--- config.mk ---
export PLATFORM = sky130hd
export DESIGN_NAME = remote_cal_host
export DESIGN_NICKNAME = d
export VERILOG_FILES = /design/src/remote_cal_pkg.sv /design/src/remote_cal_host.sv
export SDC_FILE = /design/constraint.sdc
export NUM_CORES = 1
export LEC_CHECK = 0
export BUFFER_PORTS_ARGS = -buffer_cell sky130_fd_sc_hd__clkbuf_2
export CAP_MARGIN = 20
export CORE_MARGIN = 5
export CORE_UTILIZATION = 50
export CTS_CLUSTER_SIZE = 40
export DETAILED_ROUTE_END_ITERATION = 10
export PLACE_DENSITY = 0.67
export SYNTH_ARGS = -nofsm -noshare
export SYNTH_HDL_FRONTEND = slang
export SYNTH_SLANG_ARGS = --single-unit
--- constraint.sdc ---
create_clock -name mclk_i -period 4.6 [get_ports mclk_i]
set_clock_uncertainty 0.15 [all_clocks]
set_input_delay 0.23 -clock mclk_i [delete_from_list [all_inputs] [get_ports mclk_i]]
set_output_delay 0.23 -clock mclk_i [all_outputs]
set_load 0.005 [all_outputs]
--- src/remote_cal_pkg.sv ---
package remote_cal_pkg;
  // register byte offsets on the software port
  localparam logic [7:0] OFS_CTRL = 8'h00;
  localparam logic [7:0] OFS_ADDR = 8'h04;
  localparam logic [7:0] OFS_ARG  = 8'h08;
  localparam logic [7:0] OFS_STAT = 8'h0C;
  localparam logic [7:0] OFS_RX   = 8'h10;
  // control and argument word field positions
  localparam int CTRL_GO      = 8;
  localparam int CTRL_NO_LOAD = 9;
  localparam int CTRL_CLEAR   = 10;
  localparam int ARG_CLEAR    = 8;
  // reset values
  localparam logic [23:0] ADDR_RST = 24'h303031;   // unit address "001"
  localparam logic [9:0]  TX_IDLE  = 10'h3FF;
  // frame characters
  localparam logic [7:0] CH_AT   = 8'h40;
  localparam logic [7:0] CH_HASH = 8'h23;
  localparam logic [7:0] CH_CR   = 8'h0D;
  localparam logic [7:0] CH_LF   = 8'h0A;
  localparam logic [7:0] CH_SP   = 8'h20;
  localparam logic [7:0] CH_0    = 8'h30;
  localparam logic [7:0] CH_1    = 8'h31;
  localparam logic [7:0] CH_9    = 8'h39;
  localparam logic [7:0] CH_A    = 8'h41;
  localparam logic [7:0] CH_B    = 8'h42;
  localparam logic [7:0] CH_DOT  = 8'h2E;
  localparam logic [7:0] CH_MIN  = 8'h2D;
  localparam logic [7:0] CH_PLUS = 8'h2B;
  // field sizes
  localparam int ARG_DEPTH  = 16;
  localparam int SERIAL_MAX = 8;
  localparam int DATE_LEN   = 7;
  localparam int DRIVE_LEN  = 3;
  // timing
  localparam int CLK_HZ       = 100_000_000;
  localparam int BAUD_RATE    = 9600;
  localparam int BIT_CYCLES   = CLK_HZ / BAUD_RATE;
  localparam int SHUNT_TIME_S = 10;
  localparam int SHUNT_CYCLES = SHUNT_TIME_S * CLK_HZ;

  // commands that software may order
  typedef enum logic [4:0] {
    CMD_OUTPUT_QUERY  = 5'h00, CMD_OUTPUT_CONFIG = 5'h01,
    CMD_CHAN_A_GAUGE  = 5'h02, CMD_CHAN_B_GAUGE  = 5'h03,
    CMD_GAUGE_ROLL    = 5'h04, CMD_GAUGE_PICK    = 5'h05,
    CMD_GAUGE_REMOVE  = 5'h06, CMD_TEDS_QUERY    = 5'h07,
    CMD_SHUNT_VERIFY  = 5'h08, CMD_CALIB_ID      = 5'h09,
    CMD_CALIB_DATE    = 5'h0A, CMD_CALIB_DRIVE   = 5'h0B,
    CMD_CALIB_RATING  = 5'h0C, CMD_CALIB_ABORT   = 5'h0D,
    CMD_ONE_POINT_MVV = 5'h0E, CMD_WEIGHT_POINTS = 5'h0F,
    CMD_TORQUE_POINTS = 5'h10, CMD_SHUNT_CAL     = 5'h11
  } cmd_t;

  typedef enum logic [1:0] {
    ST_IDLE  = 2'b00,
    ST_LOAD  = 2'b01,
    ST_SHIFT = 2'b10,
    ST_HOLD  = 2'b11
  } tx_state_t;
endpackage

--- src/remote_cal_host.sv ---
`timescale 1ns/1ps
// Behaviour
// - output config sends item, unit, full-scale '#', zero-scale '#'
// - after cell type change, flag that output config must be resent
// - gauge pick carries channel letter and serial ended by '#'
// - gauge remove carries serial ended by '#'
// - shunt verify only when software confirms cell is unloaded
// - point calibration commands refused before full begin sequence
// - first begin part: space/0/1, channel A/B, serial max 8, '#'
// - second begin part: space then six date digits
// - third begin part: space, excitation 0 or 1, unit code
// - fourth begin part: space, rated value ended by '#'
// - cells calibrated on the channel where they will be used
module remote_cal_host #(
  parameter int BIT_CYCLES   = remote_cal_pkg::BIT_CYCLES,
  parameter int SHUNT_CYCLES = remote_cal_pkg::SHUNT_CYCLES
) (
  input  wire logic        mclk_i,
  input  wire logic        rst_n_i,
  input  wire logic [7:0]  addr_i,
  input  wire logic [31:0] wdata_i,
  input  wire logic        wr_i,
  input  wire logic        rd_i,
  output logic      [31:0] rdata_o,
  output logic             txd_o,
  input  wire logic        rxd_i
);
  localparam int DEPTH = remote_cal_pkg::ARG_DEPTH;

  // refuse timing the counters cannot hold
  if (BIT_CYCLES < 4 || BIT_CYCLES > 65535 || SHUNT_CYCLES < 1
      || SHUNT_CYCLES > 30'h3FFF_FFFF) begin : g_bad_cfg
    $error("unsupported timing parameters");
  end

  // mnemonic characters per command, last byte 00 when only two long
  function automatic logic [23:0] mnem(input remote_cal_pkg::cmd_t c);
    case (c)
      remote_cal_pkg::CMD_OUTPUT_QUERY:  mnem = 24'h415600;
      remote_cal_pkg::CMD_OUTPUT_CONFIG: mnem = 24'h415300;
      remote_cal_pkg::CMD_CHAN_A_GAUGE:  mnem = 24'h534100;
      remote_cal_pkg::CMD_CHAN_B_GAUGE:  mnem = 24'h534200;
      remote_cal_pkg::CMD_GAUGE_ROLL:    mnem = 24'h535600;
      remote_cal_pkg::CMD_GAUGE_PICK:    mnem = 24'h535300;
      remote_cal_pkg::CMD_GAUGE_REMOVE:  mnem = 24'h534400;
      remote_cal_pkg::CMD_TEDS_QUERY:    mnem = 24'h535400;
      remote_cal_pkg::CMD_SHUNT_VERIFY:  mnem = 24'h434300;
      remote_cal_pkg::CMD_CALIB_ID:      mnem = 24'h434231;
      remote_cal_pkg::CMD_CALIB_DATE:    mnem = 24'h434232;
      remote_cal_pkg::CMD_CALIB_DRIVE:   mnem = 24'h434233;
      remote_cal_pkg::CMD_CALIB_RATING:  mnem = 24'h434234;
      remote_cal_pkg::CMD_CALIB_ABORT:   mnem = 24'h434500;
      remote_cal_pkg::CMD_ONE_POINT_MVV: mnem = 24'h435600;
      remote_cal_pkg::CMD_WEIGHT_POINTS: mnem = 24'h434D00;
      remote_cal_pkg::CMD_TORQUE_POINTS: mnem = 24'h435400;
      remote_cal_pkg::CMD_SHUNT_CAL:     mnem = 24'h435300;
      default:                           mnem = 24'h000000;
    endcase
  endfunction

  // character classes used by several checks
  function automatic logic is_dig(input logic [7:0] c);
    is_dig = (c >= remote_cal_pkg::CH_0) && (c <= remote_cal_pkg::CH_9);
  endfunction
  function automatic logic is_chan(input logic [7:0] c);
    is_chan = (c == remote_cal_pkg::CH_A) || (c == remote_cal_pkg::CH_B);
  endfunction

  logic [23:0]         dev_addr_q;
  logic [7:0]          arg_q [DEPTH];
  logic [4:0]          arg_len_q;
  remote_cal_pkg::cmd_t cmd_q;
  remote_cal_pkg::tx_state_t st_q;
  logic [2:0]          stage_q;
  logic                cell_type_q, remap_q, refused_q, pfx_err_q, cal_chan_q;
  logic [5:0]          pos_q;
  logic [9:0]          tx_sh_q;
  logic [3:0]          tx_bits_q;
  logic [15:0]         baud_q;
  logic [29:0]         hold_q;
  logic [31:0]         rdata_q;

  // register decode
  wire sel_ctrl = wr_i && (addr_i == remote_cal_pkg::OFS_CTRL);
  wire sel_addr = wr_i && (addr_i == remote_cal_pkg::OFS_ADDR);
  wire sel_arg  = wr_i && (addr_i == remote_cal_pkg::OFS_ARG);
  wire rd_rx    = rd_i && (addr_i == remote_cal_pkg::OFS_RX);
  wire go       = sel_ctrl && wdata_i[remote_cal_pkg::CTRL_GO];
  wire clr_stk  = sel_ctrl && wdata_i[remote_cal_pkg::CTRL_CLEAR];
  wire no_load  = wdata_i[remote_cal_pkg::CTRL_NO_LOAD];
  remote_cal_pkg::cmd_t new_cmd;
  assign new_cmd = remote_cal_pkg::cmd_t'(wdata_i[4:0]);

  // per-position character checks over the argument buffer
  logic [DEPTH-1:0] num_ok, dig_ok;
  genvar gi;
  generate
    for (gi = 0; gi < DEPTH; gi++) begin : g_chk
      wire out_rng = (5'(gi) >= arg_len_q);
      assign dig_ok[gi] = out_rng || is_dig(arg_q[gi]);
      assign num_ok[gi] = out_rng || is_dig(arg_q[gi])
                       || arg_q[gi] == remote_cal_pkg::CH_DOT
                       || arg_q[gi] == remote_cal_pkg::CH_MIN
                       || arg_q[gi] == remote_cal_pkg::CH_PLUS;
    end
  endgenerate

  wire lead_sp = (arg_q[0] == remote_cal_pkg::CH_SP);
  wire len0    = (arg_len_q == 5'd0);
  wire len1    = (arg_len_q == 5'd1);
  wire ok_id   = (lead_sp || arg_q[0] == remote_cal_pkg::CH_0
                 || arg_q[0] == remote_cal_pkg::CH_1)
              && is_chan(arg_q[1]) && arg_len_q >= 5'd3
              && arg_len_q <= 5'(remote_cal_pkg::SERIAL_MAX + 2);
  wire ok_date = lead_sp && (&(dig_ok | 16'h0001))
              && arg_len_q == 5'(remote_cal_pkg::DATE_LEN);
  wire ok_drv  = lead_sp && arg_len_q == 5'(remote_cal_pkg::DRIVE_LEN)
              && (arg_q[1] == remote_cal_pkg::CH_0
                  || arg_q[1] == remote_cal_pkg::CH_1)
              && is_dig(arg_q[2]);
  wire ok_rate = lead_sp && arg_len_q > 5'd1
              && (&(num_ok | 16'h0001));
  wire ok_num  = !len0 && (&num_ok);
  wire cal_rdy = (stage_q == 3'd4);

  // format and sequence check of the ordered command
  logic cmd_ok;
  always_comb begin
    case (new_cmd)
      remote_cal_pkg::CMD_OUTPUT_QUERY,
      remote_cal_pkg::CMD_CHAN_A_GAUGE,
      remote_cal_pkg::CMD_CHAN_B_GAUGE,
      remote_cal_pkg::CMD_GAUGE_ROLL,
      remote_cal_pkg::CMD_CALIB_ABORT:   cmd_ok = len0;
      remote_cal_pkg::CMD_OUTPUT_CONFIG: cmd_ok = arg_len_q >= 5'd4;
      remote_cal_pkg::CMD_GAUGE_PICK:
        cmd_ok = is_chan(arg_q[0]) && arg_len_q >= 5'd2;
      remote_cal_pkg::CMD_GAUGE_REMOVE:  cmd_ok = !len0;
      remote_cal_pkg::CMD_TEDS_QUERY:
        cmd_ok = len1 && is_chan(arg_q[0]);
      remote_cal_pkg::CMD_SHUNT_VERIFY:
        cmd_ok = len1 && is_chan(arg_q[0]) && no_load;
      remote_cal_pkg::CMD_CALIB_ID:      cmd_ok = ok_id;
      remote_cal_pkg::CMD_CALIB_DATE:    cmd_ok = ok_date && stage_q == 3'd1;
      remote_cal_pkg::CMD_CALIB_DRIVE:   cmd_ok = ok_drv && stage_q == 3'd2;
      remote_cal_pkg::CMD_CALIB_RATING:  cmd_ok = ok_rate && stage_q == 3'd3;
      remote_cal_pkg::CMD_ONE_POINT_MVV,
      remote_cal_pkg::CMD_SHUNT_CAL:     cmd_ok = ok_num && cal_rdy;
      remote_cal_pkg::CMD_WEIGHT_POINTS,
      remote_cal_pkg::CMD_TORQUE_POINTS:
        cmd_ok = len1 && is_dig(arg_q[0]) && cal_rdy;
      default:                           cmd_ok = 1'b0;
    endcase
  end
  wire accept = go && (st_q == remote_cal_pkg::ST_IDLE) && cmd_ok;

  // frame layout: '@', address, mnemonic, arguments, optional '#', CR
  wire [23:0] mn    = mnem(cmd_q);
  wire [5:0]  mlen  = (mn[7:0] == 8'h00) ? 6'd2 : 6'd3;
  wire        hash  = (cmd_q == remote_cal_pkg::CMD_OUTPUT_CONFIG)
                   || (cmd_q == remote_cal_pkg::CMD_GAUGE_PICK)
                   || (cmd_q == remote_cal_pkg::CMD_GAUGE_REMOVE)
                   || (cmd_q == remote_cal_pkg::CMD_CALIB_ID)
                   || (cmd_q == remote_cal_pkg::CMD_CALIB_RATING)
                   || (cmd_q == remote_cal_pkg::CMD_ONE_POINT_MVV)
                   || (cmd_q == remote_cal_pkg::CMD_SHUNT_CAL);
  wire [5:0]  arg_e = 6'd4 + mlen + {1'b0, arg_len_q};
  wire [5:0]  f_len = arg_e + {5'd0, hash} + 6'd1;
  wire [5:0]  m_ix  = pos_q - 6'd4;
  wire [5:0]  a_ix  = pos_q - 6'd4 - mlen;
  wire [5:0]  d_ix  = 6'd3 - pos_q;
  logic [7:0] tx_byte;
  assign tx_byte =
      (pos_q == 6'd0) ? remote_cal_pkg::CH_AT :
      (pos_q < 6'd4)  ? dev_addr_q[8*(d_ix[1:0]) +: 8] :
      (pos_q < 6'd4 + mlen) ? mn[8*(2'd2 - m_ix[1:0]) +: 8] :
      (pos_q < arg_e) ? arg_q[a_ix[3:0]] :
      (hash && pos_q == arg_e) ? remote_cal_pkg::CH_HASH :
      remote_cal_pkg::CH_CR;
  wire bit_end = (baud_q == 16'(BIT_CYCLES - 1));

  // software-written registers and command acceptance
  always_ff @(posedge mclk_i or negedge rst_n_i) begin
    if (!rst_n_i) begin
      dev_addr_q <= remote_cal_pkg::ADDR_RST;
      arg_len_q  <= 5'd0;
      cmd_q      <= remote_cal_pkg::CMD_OUTPUT_QUERY;
    end else begin
      if (sel_addr)
        dev_addr_q <= wdata_i[23:0];
      if (sel_arg && wdata_i[remote_cal_pkg::ARG_CLEAR])
        arg_len_q <= 5'd0;
      else if (sel_arg && arg_len_q < 5'(DEPTH))
        arg_len_q <= arg_len_q + 5'd1;
      if (accept)
        cmd_q <= new_cmd;
    end
  end

  // argument store, no reset needed for data
  always_ff @(posedge mclk_i) begin
    if (sel_arg && !wdata_i[remote_cal_pkg::ARG_CLEAR]
        && arg_len_q < 5'(DEPTH))
      arg_q[arg_len_q[3:0]] <= wdata_i[7:0];
  end

  // calibration sequence tracking and sticky flags
  always_ff @(posedge mclk_i or negedge rst_n_i) begin
    if (!rst_n_i) begin
      stage_q     <= 3'd0;
      cell_type_q <= 1'b0;
      cal_chan_q  <= 1'b0;
      remap_q     <= 1'b0;
      refused_q   <= 1'b0;
    end else begin
      if (go && !accept)
        refused_q <= 1'b1;
      else if (clr_stk)
        refused_q <= 1'b0;
      if (accept) begin
        case (new_cmd)
          remote_cal_pkg::CMD_CALIB_ID: begin
            stage_q     <= 3'd1;
            cell_type_q <= (arg_q[0] == remote_cal_pkg::CH_1);
            cal_chan_q  <= (arg_q[1] == remote_cal_pkg::CH_B);
            if (cell_type_q != (arg_q[0] == remote_cal_pkg::CH_1))
              remap_q <= 1'b1;
          end
          remote_cal_pkg::CMD_CALIB_DATE:   stage_q <= 3'd2;
          remote_cal_pkg::CMD_CALIB_DRIVE:  stage_q <= 3'd3;
          remote_cal_pkg::CMD_CALIB_RATING: stage_q <= 3'd4;
          remote_cal_pkg::CMD_CALIB_ABORT:  stage_q <= 3'd0;
          remote_cal_pkg::CMD_OUTPUT_CONFIG: begin
            remap_q <= 1'b0;
            stage_q <= 3'd0;
          end
          default:
            if (new_cmd < remote_cal_pkg::CMD_SHUNT_VERIFY)
              stage_q <= 3'd0;
        endcase
      end
    end
  end

  // frame transmitter and shunt wait
  always_ff @(posedge mclk_i or negedge rst_n_i) begin
    if (!rst_n_i) begin
      st_q      <= remote_cal_pkg::ST_IDLE;
      pos_q     <= 6'd0;
      tx_sh_q   <= remote_cal_pkg::TX_IDLE;
      tx_bits_q <= 4'd0;
      baud_q    <= 16'd0;
      hold_q    <= 30'd0;
    end else begin
      case (st_q)
        remote_cal_pkg::ST_IDLE:
          if (accept) begin
            pos_q <= 6'd0;
            st_q  <= remote_cal_pkg::ST_LOAD;
          end
        remote_cal_pkg::ST_LOAD: begin
          tx_sh_q   <= {1'b1, tx_byte, 1'b0};
          tx_bits_q <= 4'd10;
          baud_q    <= 16'd0;
          pos_q     <= pos_q + 6'd1;
          st_q      <= remote_cal_pkg::ST_SHIFT;
        end
        remote_cal_pkg::ST_SHIFT:
          if (bit_end) begin
            baud_q    <= 16'd0;
            tx_sh_q   <= {1'b1, tx_sh_q[9:1]};
            tx_bits_q <= tx_bits_q - 4'd1;
            if (tx_bits_q == 4'd1) begin
              if (pos_q != f_len)
                st_q <= remote_cal_pkg::ST_LOAD;
              else if (cmd_q == remote_cal_pkg::CMD_SHUNT_VERIFY) begin
                hold_q <= 30'(SHUNT_CYCLES - 1);
                st_q   <= remote_cal_pkg::ST_HOLD;
              end else
                st_q <= remote_cal_pkg::ST_IDLE;
            end
          end else
            baud_q <= baud_q + 16'd1;
        remote_cal_pkg::ST_HOLD:
          if (hold_q == 30'd0)
            st_q <= remote_cal_pkg::ST_IDLE;
          else
            hold_q <= hold_q - 30'd1;
        default: st_q <= remote_cal_pkg::ST_IDLE;
      endcase
    end
  end
  assign txd_o = tx_sh_q[0];

  // receiver: three-stage sync, level accepted when stages two and three agree
  logic       rs1_q, rs2_q, rs3_q, rlvl_q, rbusy_q, rvalid_q;
  logic [15:0] rcnt_q;
  logic [3:0]  rbit_q;
  logic [8:0]  rsh_q;
  logic [7:0]  rbyte_q;
  logic [2:0]  rpos_q;
  wire r_lvl    = (rs2_q == rs3_q) ? rs2_q : rlvl_q;
  wire r_sample = rbusy_q && (rcnt_q == 16'(BIT_CYCLES - 1));
  wire r_done   = r_sample && (rbit_q == 4'd9);
  wire [7:0] r_data = rsh_q[8:1];
  wire [2:0] rp_ix  = 3'd3 - rpos_q;
  wire [7:0] r_exp  = (rpos_q == 3'd0) ? remote_cal_pkg::CH_AT
                     : dev_addr_q[8*(rp_ix[1:0]) +: 8];
  wire r_eol = (r_data == remote_cal_pkg::CH_CR)
            || (r_data == remote_cal_pkg::CH_LF);

  always_ff @(posedge mclk_i or negedge rst_n_i) begin
    if (!rst_n_i) begin
      {rs1_q, rs2_q, rs3_q, rlvl_q} <= 4'hF;
      rbusy_q <= 1'b0;
      rcnt_q  <= 16'd0;
      rbit_q  <= 4'd0;
      rsh_q   <= 9'd0;
    end else begin
      rs1_q  <= rxd_i;
      rs2_q  <= rs1_q;
      rs3_q  <= rs2_q;
      rlvl_q <= r_lvl;
      if (!rbusy_q && !r_lvl) begin
        rbusy_q <= 1'b1;
        rcnt_q  <= 16'(BIT_CYCLES / 2);    // first sample lands mid-bit
        rbit_q  <= 4'd0;
      end else if (r_sample) begin
        rcnt_q  <= 16'd0;
        rbit_q  <= rbit_q + 4'd1;
        rsh_q   <= {r_lvl, rsh_q[8:1]};
        if (rbit_q == 4'd9 || (rbit_q == 4'd0 && r_lvl))
          rbusy_q <= 1'b0;                 // stop bit or false start
      end else if (rbusy_q)
        rcnt_q <= rcnt_q + 16'd1;
    end
  end

  // reply byte holding, prefix check, read data
  always_ff @(posedge mclk_i or negedge rst_n_i) begin
    if (!rst_n_i) begin
      rbyte_q   <= 8'h00;
      rvalid_q  <= 1'b0;
      rpos_q    <= 3'd0;
      pfx_err_q <= 1'b0;
      rdata_q   <= 32'h0000_0000;
    end else begin
      // clears first, so a byte or a mismatch in the same cycle wins
      if (rd_rx)
        rvalid_q <= 1'b0;
      if (clr_stk)
        pfx_err_q <= 1'b0;
      if (r_done && rsh_q[0] == 1'b0 && r_lvl) begin
        rbyte_q  <= r_data;
        rvalid_q <= 1'b1;
        if (r_eol)
          rpos_q <= 3'd0;
        else if (rpos_q < 3'd4) begin
          rpos_q <= rpos_q + 3'd1;
          if (r_data != r_exp)
            pfx_err_q <= 1'b1;
        end
      end
      if (rd_i) begin
        case (addr_i)
          remote_cal_pkg::OFS_CTRL: rdata_q <= {27'd0, cmd_q};
          remote_cal_pkg::OFS_ADDR: rdata_q <= {8'd0, dev_addr_q};
          remote_cal_pkg::OFS_ARG:  rdata_q <= {27'd0, arg_len_q};
          remote_cal_pkg::OFS_STAT:
            rdata_q <= {22'd0, rvalid_q, cal_chan_q, cell_type_q,
                        pfx_err_q, remap_q, refused_q, stage_q,
                        st_q != remote_cal_pkg::ST_IDLE};
          remote_cal_pkg::OFS_RX:   rdata_q <= {23'd0, rvalid_q, rbyte_q};
          default:                  rdata_q <= 32'h0000_0000;
        endcase
      end
    end
  end
  assign rdata_o = rdata_q;
endmodule

==> impl_metrics.ini <==
[outcome]
outcome = finished, final reports clean

[timing]
period_needed_ns = 4.26
setup_viol = 0
fmax_ghz = 0.235
tightest_slew_ns = 1.10
maxSlewViolCount = 0
fin_ws_ns = 0.337
hold_ws_ns = 0.0380
slew_headroom = 0.263
finalCritPeriodShare = 0.927
hold_viol_final = 0

[worst_setup_path]
worstSetupPathType = flip-flop to flip-flop
cp.arrival_ns = 4.50
end_kind = flip-flop
cp_max_fo = 15
worstSetupStartpointType = flip-flop
required_ns = 4.83

[final_layout]
area_growth_pct = 13.6
multi_input_area_um2 = 8070
drive_above_1_share = 0.187
fin_cells = 2143
fillers = 2841
n_antenna_cell = 0
final_util = 0.575
regArea_um2 = 8350
finalNetCount = 1758

[power_and_ir_drop]
ir_drop_uv = 436
leakage_nw = 7.77
powerDensity_nw_per_um2 = 307

[floorplanning]
rows = 67
start_util = 0.506
die_area_um2 = 37700
die_h_um = 194
die_w_um = 194
io_pins = 78
core_um2 = 33500

[synthesis]
synth_edf_count = 128
synth_cells = 1585
yosys.area.top_type = dfrtp_1
netlist.area_leader.share = 0.234
ys_ff_latch = 307
synth_warnings = 0
postSynthAreaPerCell_um2 = 10.7
synth_async_sr_flop_share = 0.583
netlist_area_um2 = 17000
ys_seq_area_frac = 0.492
yosys-top-cells-area = dfrtp_1 (23%), edfxtp_1 (23%), mux4_2 (4.8%)
synth_flop_cell = dfrtp_1
yosysUniqueCellTypes = 88

[route]
wirelength_um = 42400
avgRoutedWirePerCell_um = 19.8
dr.pass1.iters = 5
drtAntennaViolNets = 0
drt-initial-drc-count = 928
drc = 0
vias_per_cell = 6.04
num_vias = 13000

[clock_network]
clock_sinks = 307
htree_num_levels = 2
tritoncts = yes
clk_pin_slew_worst_paths_ns = 0.06
root_buffer = clkbuf_16
numCtsBuffers = 34
clk_latency_ns = 0.52
clk_path_buf_depth = 3

[grt]
grt.total_usage = 0.219
grt.overflow.total = 0
grt_pass1_vias = 12800
grt_max_degree = 103
grt_pass1_wl_um = 68500
antenna_found_initial = 0

[min_path]
worstHoldPathType = primary input to flip-flop

[placement]
globalplace.congestion = 0.946
post-place-ws_ns = -0.0299
post-dp-hpwl_um = 29800
port_buffers = 61
dp.cells = 2062

[job]
drv_cap = 0
==> through the flow <==
stage | area (µm²) | power (mW) | setup TNS, ns
detailed placement | 17900 | 3.17 | -0.0299
floorplan | 17000 | 3.05 | 0
finish | 19300 | 5.92 | 0
global route | 19300 | 6.11 | -0.0166
CTS | 19200 | 5.97 | 0
global placement | 17900 | 3.17 | 0
==> layout by cell type (no fill, tap or decap), types with 14 or more instances in the layout <==
master,n
xnor2_1,28
nand2_1,120
mux2i_1,33
ha_1,41
o21ai_0,116
nor2b_1,17
buf_4,43
a31oi_1,19
a21oi_1,70
o211ai_1,18
nand4_1,22
dlygate4sd3_1,18
edfxtp_1,128
a211oi_1,16
mux2_2,58
inv_1,73
mux4_2,36
nor3_1,34
nand2b_1,15
clkbuf_2,60
dfstp_2,20
dfrtp_1,159
clkbuf_16,37
nor4_1,20
nor2_1,115
nand3_1,61
xor2_1,27
or3_1,19
nor3b_1,14
==> state kept, by name (all words and copies together), names as in the netlist, 2 cells and up <==
register,flops
arg_q,128
hold_q,30
dev_addr_q,24
rdata_o,24
baud_q,16
rcnt_q,16
rsh_q,9
tx_sh_q,9
rbyte_q,8
pos_q,6
arg_len_q,5
cmd_q,5
rbit_q,4
tx_bits_q,4
rpos_q,3
stage_q,3
st_q,2
==> worst max-delay path, stage by stage, from the launching register on <==
cell and delay (ns):
dfrtp_1 0.35, inv_2 0.08, ha_1 0.21, nor2b_1 0.16
a31oi_2 0.24, ha_2 0.25, inv_1 0.08, ha_4 0.28
inv_1 0.04, ha_1 0.23, nor2b_1 0.15, and4_1 0.22
nor3_2 0.19, mux2i_1 0.22, buf_4 0.15, a41o_4 0.24
nand4_1 0.11, buf_4 0.21, o31ai_1 0.19, or3b_1 0.37
==> metal layers <==
metal | vias up | part of all wire | GRT usage
li1 | 6088 | - | -
met1 | 6395 | 0.44 | 0.305
met2 | 373 | 0.47 | 0.352
met3 | 97 | 0.062 | 0.0415
met4 | 0 | 0.030 | 0.0693
met5 | - | 0 | 0
==> cell families after synthesis <==
family / share of synthesized area
compound gates: 0.129
flops: 0.492
simple gates: 0.172
fa+ha+maj: 0.0323
xor+xnor: 0.0302
mux: 0.106
buf+inv: 0.0386
other cells: 0.000221
==> layout make-up <==
class | count | area share
flip-flops and latches | 307 | 0.433
multi-input cells | 1127 | 0.419
clock buffers | 52 | 0.0546
repair buffers | 124 | 0.0443
well taps | 448 | 0.0291
inverters | 76 | 0.0148
clock inverters | 9 | 0.00519
==> timing repair <==
action                                  CTS  global route
endpoints found under the hold margin   114             0
hold buffers                             18             0
pin swaps                                 0             2
gates resized for setup                   2            11
endpoints found under the setup margin    5            34
setup buffers                             1             1
==> worst paths after layout <==
check | startpoint | to | slack (ns) | cells after the start
worst min register to register | rs1_q | rs2_q | 0.21 | 0
worst max register to register | cmd_q[0] | hold_q[11] | 0.34 | 19
max in group asynchronous | rst_n_i | hold_q[18] | 2.98 | 3
worst min-delay path | wr_i | arg_len_q[3] | 0.04 | 3
min in group asynchronous | rst_n_i | rcnt_q[3] | 0.24 | 2
worst max-delay path | cmd_q[0] | hold_q[11] | 0.34 | 19
==> cell usage after synthesis (all sizes together) (13+ instances only) <==
| cell type | count |
|---|---|
| dfrtp | 159 |
| edfxtp | 128 |
| nand2 | 121 |
| o21ai | 119 |
| nor2 | 115 |
| inv | 75 |
| a21oi | 70 |
| clkbuf | 61 |
| nand3 | 61 |
| mux2 | 58 |
| ha | 43 |
| nor3 | 37 |
| mux4 | 36 |
| mux2i | 33 |
| xnor2 | 29 |
| or3 | 28 |
| xor2 | 27 |
| nand4 | 23 |
| a31oi | 22 |
| nor4 | 22 |
| buf | 21 |
| dfstp | 20 |
| o211ai | 18 |
| a211oi | 17 |
| nor2b | 17 |
| nand2b | 15 |
| nor3b | 14 |
| and3 | 13 |
==> report_power, final <==
part / switching [mW] / total [mW] / internal (mW)
registers: 0.0220 / 2.91 / 2.88
clock network: 1.08 / 2.78 / 1.69
logic: 0.151 / 0.233 / 0.0827
total: 1.26 / 5.92 / 4.66
(Power assumes the default switching activity.)
